===== src/hdl/mapsw_pkg.sv =====
// map-switch control constants, chip select carrier and state encoding
// assumes one 100 MHz clock; mcu bus cycles marked by a one-cycle strobe
// Functional notes
// - decode monitor and user 64K maps; exactly one active per cycle
// - temporary switch: fetches in monitor, one data cycle in user map
// - after that one user cycle, back to monitor map unprompted
// - permanent switch: trap-return fetched in monitor, then user map
// - user reset: reset mcu and ports, select user map, ignore breakpoints until first fetch
// - trap fetch from breakpoint or abort returns to monitor after stacking
// - plain user trap without breakpoint or abort keeps user map
// - abort injects trap opcode on data bus at fetch, then monitor map
// - abort ignored while monitor map is active
// - init register writes blocked 64 bus cycles after reset
// - late init register write is ignored; address stays internal, no chip select
// - hold init register copy; compare to top address nibble
// - chip select for every board memory and peripheral
// - family select chooses between two map layouts
// - internal ram and register block get no external chip select
// - user pseudo-rom is write protected while user code runs
package mapsw_pkg;
   localparam logic [7:0]  SOFT_TRAP_OPCODE   = 8'h3f;
   localparam logic [7:0]  TRAP_RETURN_OPCODE = 8'h3b;
   localparam logic [6:0]  INIT_TIMEOUT_CYC   = 7'h40;
   localparam logic [3:0]  OPERAND_CYC        = 4'h2;
   localparam logic [3:0]  STACK_CYC          = 4'hc;
   localparam logic [15:0] INIT_REG_OFFS      = 16'h003d;
   localparam logic [7:0]  INIT_RESET_VAL     = 8'h01;
   localparam logic [15:0] DUART_LO     = 16'ha200;
   localparam logic [15:0] DUART_HI     = 16'ha20f;
   localparam logic [15:0] SCRATCH_LO   = 16'hb400;
   localparam logic [15:0] SCRATCH_HI   = 16'hb5ff;
   localparam logic [15:0] EPROM_LO     = 16'hc000;
   localparam logic [15:0] EPROM_HI     = 16'hffff;
   localparam logic [15:0] PSEUDO_EE_LO = 16'hb600;
   localparam logic [15:0] PSEUDO_EE_HI = 16'hb7ff;
   localparam logic [15:0] PROM1_LO     = 16'hc000;
   localparam logic [15:0] PROM1_HI     = 16'hdfff;
   localparam logic [15:0] PROM2_LO     = 16'he000;
   localparam logic [15:0] PROM2_HI     = 16'hffff;

   typedef struct packed {
      logic duart;
      logic scratch;
      logic eprom;
      logic pseudo_ee;
      logic prom1;
      logic prom2;
   } cs_t;

   typedef enum logic [5:0] {
      ST_MON    = 6'b000001,
      ST_T_ARM  = 6'b000010,
      ST_T_OPER = 6'b000100,
      ST_T_USER = 6'b001000,
      ST_USER   = 6'b010000,
      ST_RETURN = 6'b100000
   } map_st_t;
endpackage


===== src/hdl/map_decoder.sv =====
// address decoder: chip selects for the active map and family layout
// assumes address, direction and map are stable for the cycle decoded
`timescale 1ns/1ps
module map_decoder (
   // bus cycle
   input  wire logic                  i_user_map,
   input  wire logic                  i_family_ex,
   input  wire logic                  i_write,
   input  wire logic                  i_rom_wp,
   input  wire logic [15:0]           i_addr,
   input  wire logic [7:0]            i_init_val,
   // decode results
   output mapsw_pkg::cs_t             o_cs,
   output logic                       o_internal
);
   function automatic logic in_rng(input logic [15:0] a,
                                   input logic [15:0] lo,
                                   input logic [15:0] hi);
      in_rng = (a >= lo) && (a <= hi);
   endfunction

   logic int_reg;
   logic int_ram;
   logic rom_blk;

   // registers in low nibble 4K page, ram in high nibble page
   assign int_reg = (i_addr[15:12] == i_init_val[3:0]) &&
                    (i_addr[11:6] == 6'h00);
   assign int_ram = (i_addr[15:12] == i_init_val[7:4]) &&
                    (i_addr[11:8] == 4'h0);
   assign o_internal = int_reg | int_ram;
   assign rom_blk = i_write & i_rom_wp;

   always_comb begin
      o_cs = '0;
      if (o_internal) begin
         o_cs = '0;
      end else if (!i_user_map) begin
         o_cs.duart   = in_rng(i_addr, mapsw_pkg::DUART_LO,
                               mapsw_pkg::DUART_HI);
         o_cs.scratch = in_rng(i_addr, mapsw_pkg::SCRATCH_LO,
                               mapsw_pkg::SCRATCH_HI);
         o_cs.eprom   = in_rng(i_addr, mapsw_pkg::EPROM_LO,
                               mapsw_pkg::EPROM_HI);
      end else begin
         o_cs.pseudo_ee = in_rng(i_addr, mapsw_pkg::PSEUDO_EE_LO,
                                 mapsw_pkg::PSEUDO_EE_HI);
         o_cs.prom1 = i_family_ex & ~rom_blk &
                      in_rng(i_addr, mapsw_pkg::PROM1_LO,
                             mapsw_pkg::PROM1_HI);
         o_cs.prom2 = ~rom_blk &
                      in_rng(i_addr, mapsw_pkg::PROM2_LO,
                             mapsw_pkg::PROM2_HI);
      end
   end
endmodule // map_decoder


===== src/hdl/map_switch_ctrl.sv =====
// monitor/user map switching, abort trap injection, init write timeout
// assumes bus inputs are synchronous to i_clk_sys; buttons are raw pins
`timescale 1ns/1ps
module map_switch_ctrl (
   // clock and reset
   input  wire logic                  i_clk_sys,
   input  wire logic                  i_nrst,
   // mcu bus
   input  wire logic                  i_bus_cyc,
   input  wire logic                  i_instruction_fetch_strobe,
   input  wire logic                  i_write,
   input  wire logic [15:0]           i_addr,
   input  wire logic [7:0]            i_data,
   // monitor commands and board straps
   input  wire logic                  i_temp_switch,
   input  wire logic                  i_perm_switch,
   input  wire logic                  i_brk_armed,
   input  wire logic                  i_family_map_select,
   // pushbuttons, raw
   input  wire logic                  i_abort_pushbutton,
   input  wire logic                  i_user_reset_pushbutton,
   // outputs
   output logic                       o_user_map_q,
   output mapsw_pkg::cs_t             o_cs_q,
   output logic                       o_internal_q,
   output logic                       o_mcu_rst_n_q,
   output logic                       o_init_wp_q,
   output logic [7:0]                 o_init_val_q,
   output logic [7:0]                 o_data_q,
   output logic                       o_data_oe_n_q
);
   mapsw_pkg::map_st_t st_q;
   mapsw_pkg::map_st_t st_d;
   logic [2:0] abort_sync_q;
   logic [2:0] ureset_sync_q;
   logic       abort_lvl_q;
   logic       ureset_lvl_q;
   logic       abort_pend_q;
   logic       ign_brk_q;
   logic [3:0] cnt_q;
   logic [6:0] init_cnt_q;
   logic       trap_fetch;
   logic       trap_return;
   mapsw_pkg::cs_t cs_w;
   logic       internal_w;

   function automatic logic user_state(input mapsw_pkg::map_st_t s);
      user_state = (s == mapsw_pkg::ST_T_USER) ||
                   (s == mapsw_pkg::ST_USER)   ||
                   (s == mapsw_pkg::ST_RETURN);
   endfunction

   // button synchronisers; level changes only when stages 2 and 3 agree
   always_ff @(posedge i_clk_sys or negedge i_nrst) begin
      if (!i_nrst) begin
         abort_sync_q  <= 3'h0;
         ureset_sync_q <= 3'h0;
         abort_lvl_q   <= 1'b0;
         ureset_lvl_q  <= 1'b0;
      end else begin
         abort_sync_q  <= {abort_sync_q[1:0], i_abort_pushbutton};
         ureset_sync_q <= {ureset_sync_q[1:0], i_user_reset_pushbutton};
         if (abort_sync_q[1] == abort_sync_q[2])
            abort_lvl_q <= abort_sync_q[2];
         if (ureset_sync_q[1] == ureset_sync_q[2])
            ureset_lvl_q <= ureset_sync_q[2];
      end
   end

   // trap seen at fetch: breakpoint (unless ignored) or abort
   assign trap_fetch = i_bus_cyc & i_instruction_fetch_strobe &
                       (i_data == mapsw_pkg::SOFT_TRAP_OPCODE) &
                       ((i_brk_armed & ~ign_brk_q) | abort_pend_q);
   assign trap_return = i_bus_cyc & i_instruction_fetch_strobe &
                        (i_data == mapsw_pkg::TRAP_RETURN_OPCODE);

   always_comb begin
      st_d = st_q;
      if (ureset_lvl_q) begin
         st_d = mapsw_pkg::ST_USER;
      end else begin
         case (st_q)
            mapsw_pkg::ST_MON: begin
               if (i_perm_switch)
                  st_d = mapsw_pkg::ST_USER;
               else if (i_temp_switch)
                  st_d = mapsw_pkg::ST_T_ARM;
            end
            mapsw_pkg::ST_T_ARM: begin
               if (i_bus_cyc && i_instruction_fetch_strobe)
                  st_d = mapsw_pkg::ST_T_OPER;
            end
            mapsw_pkg::ST_T_OPER: begin
               if (i_bus_cyc && cnt_q == mapsw_pkg::OPERAND_CYC - 4'h1)
                  st_d = mapsw_pkg::ST_T_USER;
            end
            mapsw_pkg::ST_T_USER: begin
               if (i_bus_cyc)
                  st_d = mapsw_pkg::ST_MON;
            end
            mapsw_pkg::ST_USER: begin
               if (trap_fetch)
                  st_d = mapsw_pkg::ST_RETURN;
            end
            mapsw_pkg::ST_RETURN: begin
               if (i_bus_cyc && cnt_q == mapsw_pkg::STACK_CYC - 4'h1)
                  st_d = mapsw_pkg::ST_MON;
            end
            default: st_d = mapsw_pkg::ST_MON;
         endcase
      end
   end

   // permanent switch waits in monitor for the trap-return fetch
   always_ff @(posedge i_clk_sys or negedge i_nrst) begin
      if (!i_nrst) begin
         st_q         <= mapsw_pkg::ST_MON;
         o_user_map_q <= 1'b0;
      end else if (st_q == mapsw_pkg::ST_MON && i_perm_switch &&
                   !ureset_lvl_q && !trap_return) begin
         st_q         <= mapsw_pkg::ST_MON;
         o_user_map_q <= 1'b0;
      end else begin
         st_q         <= st_d;
         o_user_map_q <= user_state(st_d);
      end
   end

   always_ff @(posedge i_clk_sys or negedge i_nrst) begin
      if (!i_nrst)
         cnt_q <= 4'h0;
      else if (st_d != st_q)
         cnt_q <= 4'h0;
      else if (i_bus_cyc)
         cnt_q <= cnt_q + 4'h1;
   end

   // reset pulse to mcu and ports; breakpoints ignored until first fetch
   always_ff @(posedge i_clk_sys or negedge i_nrst) begin
      if (!i_nrst) begin
         o_mcu_rst_n_q <= 1'b0;
         ign_brk_q     <= 1'b0;
      end else begin
         o_mcu_rst_n_q <= ~ureset_lvl_q;
         if (ureset_lvl_q)
            ign_brk_q <= 1'b1;
         else if (i_bus_cyc && i_instruction_fetch_strobe)
            ign_brk_q <= 1'b0;
      end
   end

   // abort: latch in user map only, drive trap once at next fetch
   always_ff @(posedge i_clk_sys or negedge i_nrst) begin
      if (!i_nrst) begin
         abort_pend_q  <= 1'b0;
         o_data_oe_n_q <= 1'b1;
         o_data_q      <= 8'h00;
      end else begin
         if (abort_pend_q && i_bus_cyc && i_instruction_fetch_strobe)
            abort_pend_q <= 1'b0;
         else if (abort_lvl_q && st_q == mapsw_pkg::ST_USER)
            abort_pend_q <= 1'b1;
         o_data_q <= mapsw_pkg::SOFT_TRAP_OPCODE;
         if (i_bus_cyc)
            o_data_oe_n_q <= 1'b1;
         else if (abort_pend_q && i_instruction_fetch_strobe)
            o_data_oe_n_q <= 1'b0;
      end
   end

   // init register write window, counted in bus cycles
   always_ff @(posedge i_clk_sys or negedge i_nrst) begin
      if (!i_nrst) begin
         init_cnt_q   <= 7'h00;
         o_init_wp_q  <= 1'b0;
         o_init_val_q <= mapsw_pkg::INIT_RESET_VAL;
      end else begin
         if (ureset_lvl_q) begin
            init_cnt_q  <= 7'h00;
            o_init_wp_q <= 1'b0;
         end else if (i_bus_cyc && !o_init_wp_q) begin
            init_cnt_q <= init_cnt_q + 7'h01;
            if (init_cnt_q == mapsw_pkg::INIT_TIMEOUT_CYC - 7'h01)
               o_init_wp_q <= 1'b1;
         end
         if (i_bus_cyc && i_write && !o_init_wp_q &&
             i_addr == ({o_init_val_q[3:0], 12'h000} |
                        mapsw_pkg::INIT_REG_OFFS))
            o_init_val_q <= i_data;
      end
   end

   map_decoder u_dec (
      .i_user_map  (o_user_map_q),
      .i_family_ex (i_family_map_select),
      .i_write     (i_write),
      .i_rom_wp    (st_q == mapsw_pkg::ST_USER),
      .i_addr      (i_addr),
      .i_init_val  (o_init_val_q),
      .o_cs        (cs_w),
      .o_internal  (internal_w)
   );

   always_ff @(posedge i_clk_sys or negedge i_nrst) begin
      if (!i_nrst) begin
         o_cs_q       <= '0;
         o_internal_q <= 1'b0;
      end else begin
         o_cs_q       <= cs_w;
         o_internal_q <= internal_w;
      end
   end
endmodule // map_switch_ctrl


===== config.mk =====
export PLATFORM = sky130hd
export DESIGN_NAME = map_switch_ctrl
export DESIGN_NICKNAME = d
export VERILOG_FILES = /design/src/hdl/mapsw_pkg.sv /design/src/hdl/map_decoder.sv /design/src/hdl/map_switch_ctrl.sv
export SDC_FILE = /design/constraint.sdc
export NUM_CORES = 1
export LEC_CHECK = 0
export BUFFER_PORTS_ARGS = -buffer_cell sky130_fd_sc_hd__buf_2
export CAP_MARGIN = 20
export CORE_UTILIZATION = 40
export DETAILED_ROUTE_END_ITERATION = 10
export SLEW_MARGIN = 10
export SYNTH_ARGS = -nofsm -noshare
export SYNTH_HDL_FRONTEND = slang
export SYNTH_SLANG_ARGS = --single-unit

===== constraint.sdc =====
create_clock -name i_clk_sys -period 3.6 [get_ports i_clk_sys]
set_input_delay 0.18 -clock i_clk_sys [delete_from_list [all_inputs] [get_ports i_clk_sys]]
set_output_delay 0.18 -clock i_clk_sys [all_outputs]
set_load 0.01 [all_outputs]

After elaboration in Yosys (flattened, before gate mapping). Index checks and enable logic that the tools add are counted. W data, S select, Z words.

Output and inout bits: 27. Bits in registers: 47. Input bits: 35. Word-level logic and storage cells: 131.

Bitwise logic cells: 14. Equality and inequality tests: 20. Add/subtract/negate cells: 2. Magnitude comparators: 10. Reduce and logical (&&, ||, !) cells: 36. Muxes and demuxes: 27.

Operators with widths (count): $ge A16 B16 Y1 const B (5); $le A16 B16 Y1 const B (5); $mux W6 (10); $pmux W6 S6 (1); $logic_and A1 B1 Y1 (22); $eq A16 B16 Y1 (1); $eq A8 B6 Y1 const B (2); $mux W7 (2); $eq A6 B4 Y1 const B (2); $eq A6 B5 Y1 const B (2); $eq A6 B6 Y1 const B (2); $reduce_bool A2 Y1 (6); $mux W1 (10); $and A1 B1 Y1 (9); $eq A4 B4 Y1 (2); $mux W4 (2); $add A7 B1 Y7 const B (1); $eq A7 B6 Y1 const B (1); $eq A6 B1 Y1 const B (1); $eq A6 B2 Y1 const B (1); $eq A6 B3 Y1 const B (1); $logic_not A6 Y1 (1); $mux W3 (2); $ne A6 B6 Y1 (1); other kinds (10) (17).

Logic depth before layout (Yosys ltp).
Depth in word-level cells: 11. Depth in mapped cells: 8. Depth with buffers taken out: 8.

By module. From an unflattened synthesis, not the netlist that was laid out.

Cell total of the unflattened synthesis: 238. Area, all modules: 2449.8 µm².

By module, submodules not included: map_switch_ctrl (area an instance 2233.4 µm², sequential area each 1179.9 µm², cells an instance 207, instances 1); map_decoder (area an instance 216.5 µm², sequential area each 0.0 µm², cells an instance 31, instances 1).

Worst setup path before layout. No wires, ideal clock.

Path type: flip-flop to flip-flop. Start: reg st_q[2]. End: reg o_user_map_q. Path buffers: 1. Cell stages (with the launch flop): 7. Setup slack: 1348 ps. Period minus slack after synthesis: 2252 ps. Arrival: 2168 ps. Required time: 3516 ps. Setup time: 84 ps. Cells stage by stage: dfrtp_1 > buf_6 > or4_4 > or4_4 > nor4bb_1 > or3_4 > a41oi_2.

Word-level cells in the longest chain between the ends: 8. Elaborated cells between the ends (all ways): 24. Classes of those cells: 9 x eq/ne; 10 x mux; 5 x reduce/logical.

RTL lines: start: declaration (RTL line map_switch_ctrl.sv:32) `mapsw_pkg::map_st_t st_q;`; start signal: assignment (RTL line map_switch_ctrl.sv:117) `st_q <= mapsw_pkg::ST_MON;`; start signal: assignment (RTL line map_switch_ctrl.sv:121) `st_q <= mapsw_pkg::ST_MON;`; start signal: assignment (RTL line map_switch_ctrl.sv:124) `st_q <= st_d;`; $mux W6 (RTL line map_switch_ctrl.sv:86) `else if (i_temp_switch)`; $mux W6 (RTL line map_switch_ctrl.sv:84) `if (i_perm_switch)`; $pmux W6 S6 (RTL line map_switch_ctrl.sv:82) `case (st_q)`; $mux W6 (RTL line map_switch_ctrl.sv:79) `if (ureset_lvl_q) begin`; $eq A6 B4 Y1 or $eq A6 B5 Y1 (tied branches) (RTL line map_switch_ctrl.sv:48, map_switch_ctrl.sv:49); $logic_or A1 B1 Y1 (RTL line map_switch_ctrl.sv:48) `user_state = (s == mapsw_pkg::ST_T_USER) ||`; $logic_or A1 B1 Y1 (RTL line map_switch_ctrl.sv:49) `(s == mapsw_pkg::ST_USER) ||`; $mux W1 (*) (RTL line map_switch_ctrl.sv:119) `end else if (st_q == mapsw_pkg::ST_MON && i_perm_switch &&`; end signal: assignment (RTL line map_switch_ctrl.sv:125) `o_user_map_q <= user_state(st_d);`; end: declaration (RTL line map_switch_ctrl.sv:23) `output logic o_user_map_q,`.

Mark *: on every way between the ends. The rest lies on a longest branch, timed or not. A chain may end at the register's enable or synchronous reset.

Final worst setup path.
Start: reg st_q[3]. End: reg cnt_q[0].

Word-level cells in the longest chain between the ends: 6. Elaborated cells between the ends (all ways): 18. Classes of those cells: 7 x eq/ne; 10 x mux; 1 x reduce/logical.

RTL lines: $mux W6 (RTL line map_switch_ctrl.sv:86); $mux W6 (RTL line map_switch_ctrl.sv:84); $pmux W6 S6 (RTL line map_switch_ctrl.sv:82); $mux W6 (RTL line map_switch_ctrl.sv:79); $ne A6 B6 Y1 (*) (RTL line map_switch_ctrl.sv:132) `else if (st_d != st_q)`; $mux W4 or $reduce_bool A2 Y1 (tied branches); end signal: assignment (RTL line map_switch_ctrl.sv:135) `cnt_q <= cnt_q + 4'h1;`; end: declaration (RTL line map_switch_ctrl.sv:40) `logic [3:0] cnt_q;`.

Marks and branches as above.

==> results.sh <==
export IMPL_cts_resized=0
export IMPL_postCtsSetupRepairBufs=0
export IMPL_drive_gt1_share_pct=28.92
export IMPL_crit_buf_inv=0
export IMPL_grt_remaining_overflow=0
export IMPL_synth_avg_cell_area_um2=10.26
export IMPL_antennaDiodeCount=0
export IMPL_fmax_ghz=0.4079
export IMPL_netlist_area_mm2=0.002381
export IMPL_synth_area_leaders="dfrtp_1 (46%), dfstp_2 (3.3%), mux2_2 (3.3%)"
export IMPL_cp_cell_sequence="or4_4 > nor3_1 > o21ai_1 > a211oi_1 > nand4b_1 > nor3_1"
export IMPL_crit_top_cell="nor3_1"
export IMPL_synth_xor_area_share_pct=5.885
export IMPL_async_reset_ff_share_pct=100.0
export IMPL_gp_congestion=0.8978
export IMPL_io_buffers=59
export IMPL_rsz0062_at_grt="false"
export IMPL_final_nets=324
export IMPL_clock_sinks=47
export IMPL_clock_skew_ns=0.006433
export IMPL_seq_power_share_pct=47.9
export IMPL_clkSlewWorstSetupHoldPaths_ns=0.08
export IMPL_drt_iter0_drc=164
export IMPL_p_leak_nw=1.360
export IMPL_synth_commonest_cells="dfrtp_1 (44), nand2_1 (21), nor2_1 (14)"
export IMPL_dp_hpwl_um=3909
export IMPL_status="completed"
export IMPL_die_w_um=79.15
export IMPL_cts_hold_fix_buffers=2
export IMPL_yosysSeqAreaShare_pct=49.55
export IMPL_dieHeight_um=79.15
export IMPL_synthAdderAreaFrac_pct=2.417
export IMPL_synth_area_leader_cell="dfrtp_1"
export IMPL_htreeDepth=2
export IMPL_num_rows=27
export IMPL_synth_top_family_by_area="simple AND/OR/NAND/NOR gates"
export IMPL_fillers=570
export IMPL_crit_slowest_cell="or4_4"
export IMPL_crit_arrival_ns=2.66
export IMPL_p_sw_w=0.0004159
export IMPL_cts_tree="done"
export IMPL_slowest_delay_ns=0.56
export IMPL_grt_usage_pct=17.90
export IMPL_finalCritPeriodShare_pct=68.10
export IMPL_clockBufferDepth=2
export IMPL_hold_viol_final=0
export IMPL_clock_latency_ns=0.29
export IMPL_drt_pass1_iterations=4
export IMPL_synth_most_common_cell="dfrtp_1"
export IMPL_tightest_slew_ns=0.5876
export IMPL_synth_distinct_cells=55
export IMPL_vias=1877
export IMPL_avgViaCountPerCell=5.228
export IMPL_initial_core_util_pct=42.46
export IMPL_cp_top_family="simple AND/OR/NAND/NOR gates"
export IMPL_min_period_ns=2.452
export IMPL_cp_end_kind="flip-flop"
export IMPL_grt_first_pass_wirelength_um=8631
export IMPL_slew_headroom_pct=60.75
export IMPL_synth_edf_count=0
export IMPL_dpl_worst_slack_ns=1.157
export IMPL_yosys_area_share_simple_pct=22.96
export IMPL_ant_nets=0
export IMPL_startpoint_type="flip-flop"
export IMPL_wire_per_inst_um=14.09
export IMPL_root_buffer="clkbuf_8"
export IMPL_hold_path_class="in2reg"
export IMPL_crit_type="reg2reg"
export IMPL_p_per_area_mw_per_mm2=483.3
export IMPL_wl_um=5057
export IMPL_grt_pass1_vias=1805
export IMPL_synth_compound_area_share_pct=9.564
export IMPL_slew_violations=0
export IMPL_drc_errors=0
export IMPL_peakVddDrop_mv=0.3256
export IMPL_synthMuxAreaShare_pct=4.204
export IMPL_antenna_found_initial=0
export IMPL_area_growth_pct=19.23
export IMPL_synth_top_area_share_pct=46.24
export IMPL_final_core_utilization_pct=50.62
export IMPL_p_clk_share_pct=28.6
export IMPL_numCtsBuffers=5
export IMPL_die_area_mm2=0.006265
export IMPL_fp_coreArea_mm2=0.005608
export IMPL_io_pins=62
export IMPL_intPower_w=0.0009561
export IMPL_switching_share_pct=30.31
export IMPL_grt_max_degree=48
export IMPL_setup_ws_ns=1.148
export IMPL_setup_violations=0
export IMPL_p_comb_share_pct=23.4
export IMPL_maxCapViolations=0
export IMPL_yosys_warnings=0
export IMPL_ys_ff_latch=47
export IMPL_synthCells=232
export IMPL_finalSetupTns_ns=0
export IMPL_power_w=0.001372
export IMPL_cp_required_ns=3.81
export IMPL_critPathMaxFanout=11
export IMPL_synth_flop_cell="dfrtp_1"
[layout make-up]
| type | count | area [µm²] | area share [%] |
|---|---|---|---|
| Clock buffer | 6 | 82.58 | 2.909 |
| Multi-Input combinational cell | 163 | 1084 | 38.17 |
| Tap cell | 72 | 90.09 | 3.173 |
| Sequential cell | 47 | 1180 | 41.56 |
| Inverter | 6 | 22.52 | 0.7933 |
| Timing Repair Buffer | 63 | 345.3 | 12.16 |
| Clock inverter | 2 | 35.03 | 1.234 |
[worst reg2reg max path, delay by kind of cell (launching register included)]
family	cells	cell delay, ns
AND/OR/NAND/NOR	4	1.40
flip-flops	1	0.51
AO/OA/AOI/OAI	2	0.45
[cell families after synthesis]
group                    count (synthesis)
AND/OR/NAND/NOR                         97
flip-flops                              47
AO/OA/AOI/OAI                           33
buffers and inverters                   23
XOR/XNOR                                16
multiplexers                             9
adder cells (fa/ha/maj)                  5
other                                    2
[path summary, 6_finish.rpt]
kind	from	end	slack, ns	depth (start not counted)
max	st_q[3]$_DFF_PN0_	cnt_q[0]$_DFFE_PN0P_	1.15	6
min	i_addr[9]	o_cs_q[4]$_DFF_PN0_	0.08	2
max reg2reg	st_q[3]$_DFF_PN0_	cnt_q[0]$_DFFE_PN0P_	1.15	6
min reg2reg	ureset_sync_q[0]$_DFF_PN0_	ureset_sync_q[1]$_DFF_PN0_	0.36	0
max in group asynchronous	i_nrst	st_q[0]$_DFF_PN1_	2.76	3
min in group asynchronous	i_nrst	abort_sync_q[2]$_DFF_PN0_	0.30	2
[per-layer routing]
metal | up-vias | GRT usage (%) | share of wire, %
met2 | 67 | 26.98 | 47
li1 | 926 | - | -
met5 | - | 0 | 0
met4 | 0 | 7.273 | 1.1
met3 | 7 | 3.908 | 5.2
met1 | 877 | 24.89 | 47
[power groups by stage]
stage	Sequential (W)	Clock, W	Combinational (W)
final	0.000658	0.000393	0.000322
after global routing	0.000670	0.000427	0.000362
after CTS	0.000658	0.000410	0.000321
after detailed placement	0.000669	0	0.000317
after global placement	0.000669	0	0.000314
after floorplan	0.000638	0	0.000241
[metrics by stage]
step | std cells | instance area [µm²] | hold WS (ns)
6_report | 359 | 2839 | 0.08198
3_3_place_gp | 347 | 2671 | 0.2894
3_5_place_dp | 347 | 2671 | 0.2897
5_1_grt | 359 | 2839 | 0.07923
4_1_cts | 357 | 2809 | 0.06463
2_1_floorplan | 233 | 2385 | -0.1156
[sequential cells by signal (all words and copies together), names as in the netlist, 3 cells and up]
signal / cells
o_init_val_q: 8
init_cnt_q: 7
o_cs_q: 6
st_q: 6
cnt_q: 4
abort_sync_q: 3
ureset_sync_q: 3
[cells in the final DEF (no fill, tap or decap), types with 7 or more instances in the layout]
master,Yosys,layout
nand3_1,9,9
nor2b_1,7,7
nor3_1,11,11
nand2_1,21,21
dfrtp_1,44,44
buf_2,1,59
xnor2_1,9,9
mux2_2,7,7
xor2_1,7,7
o21ai_0,8,8
nor2_1,14,14
(Power assumes the default switching activity.)
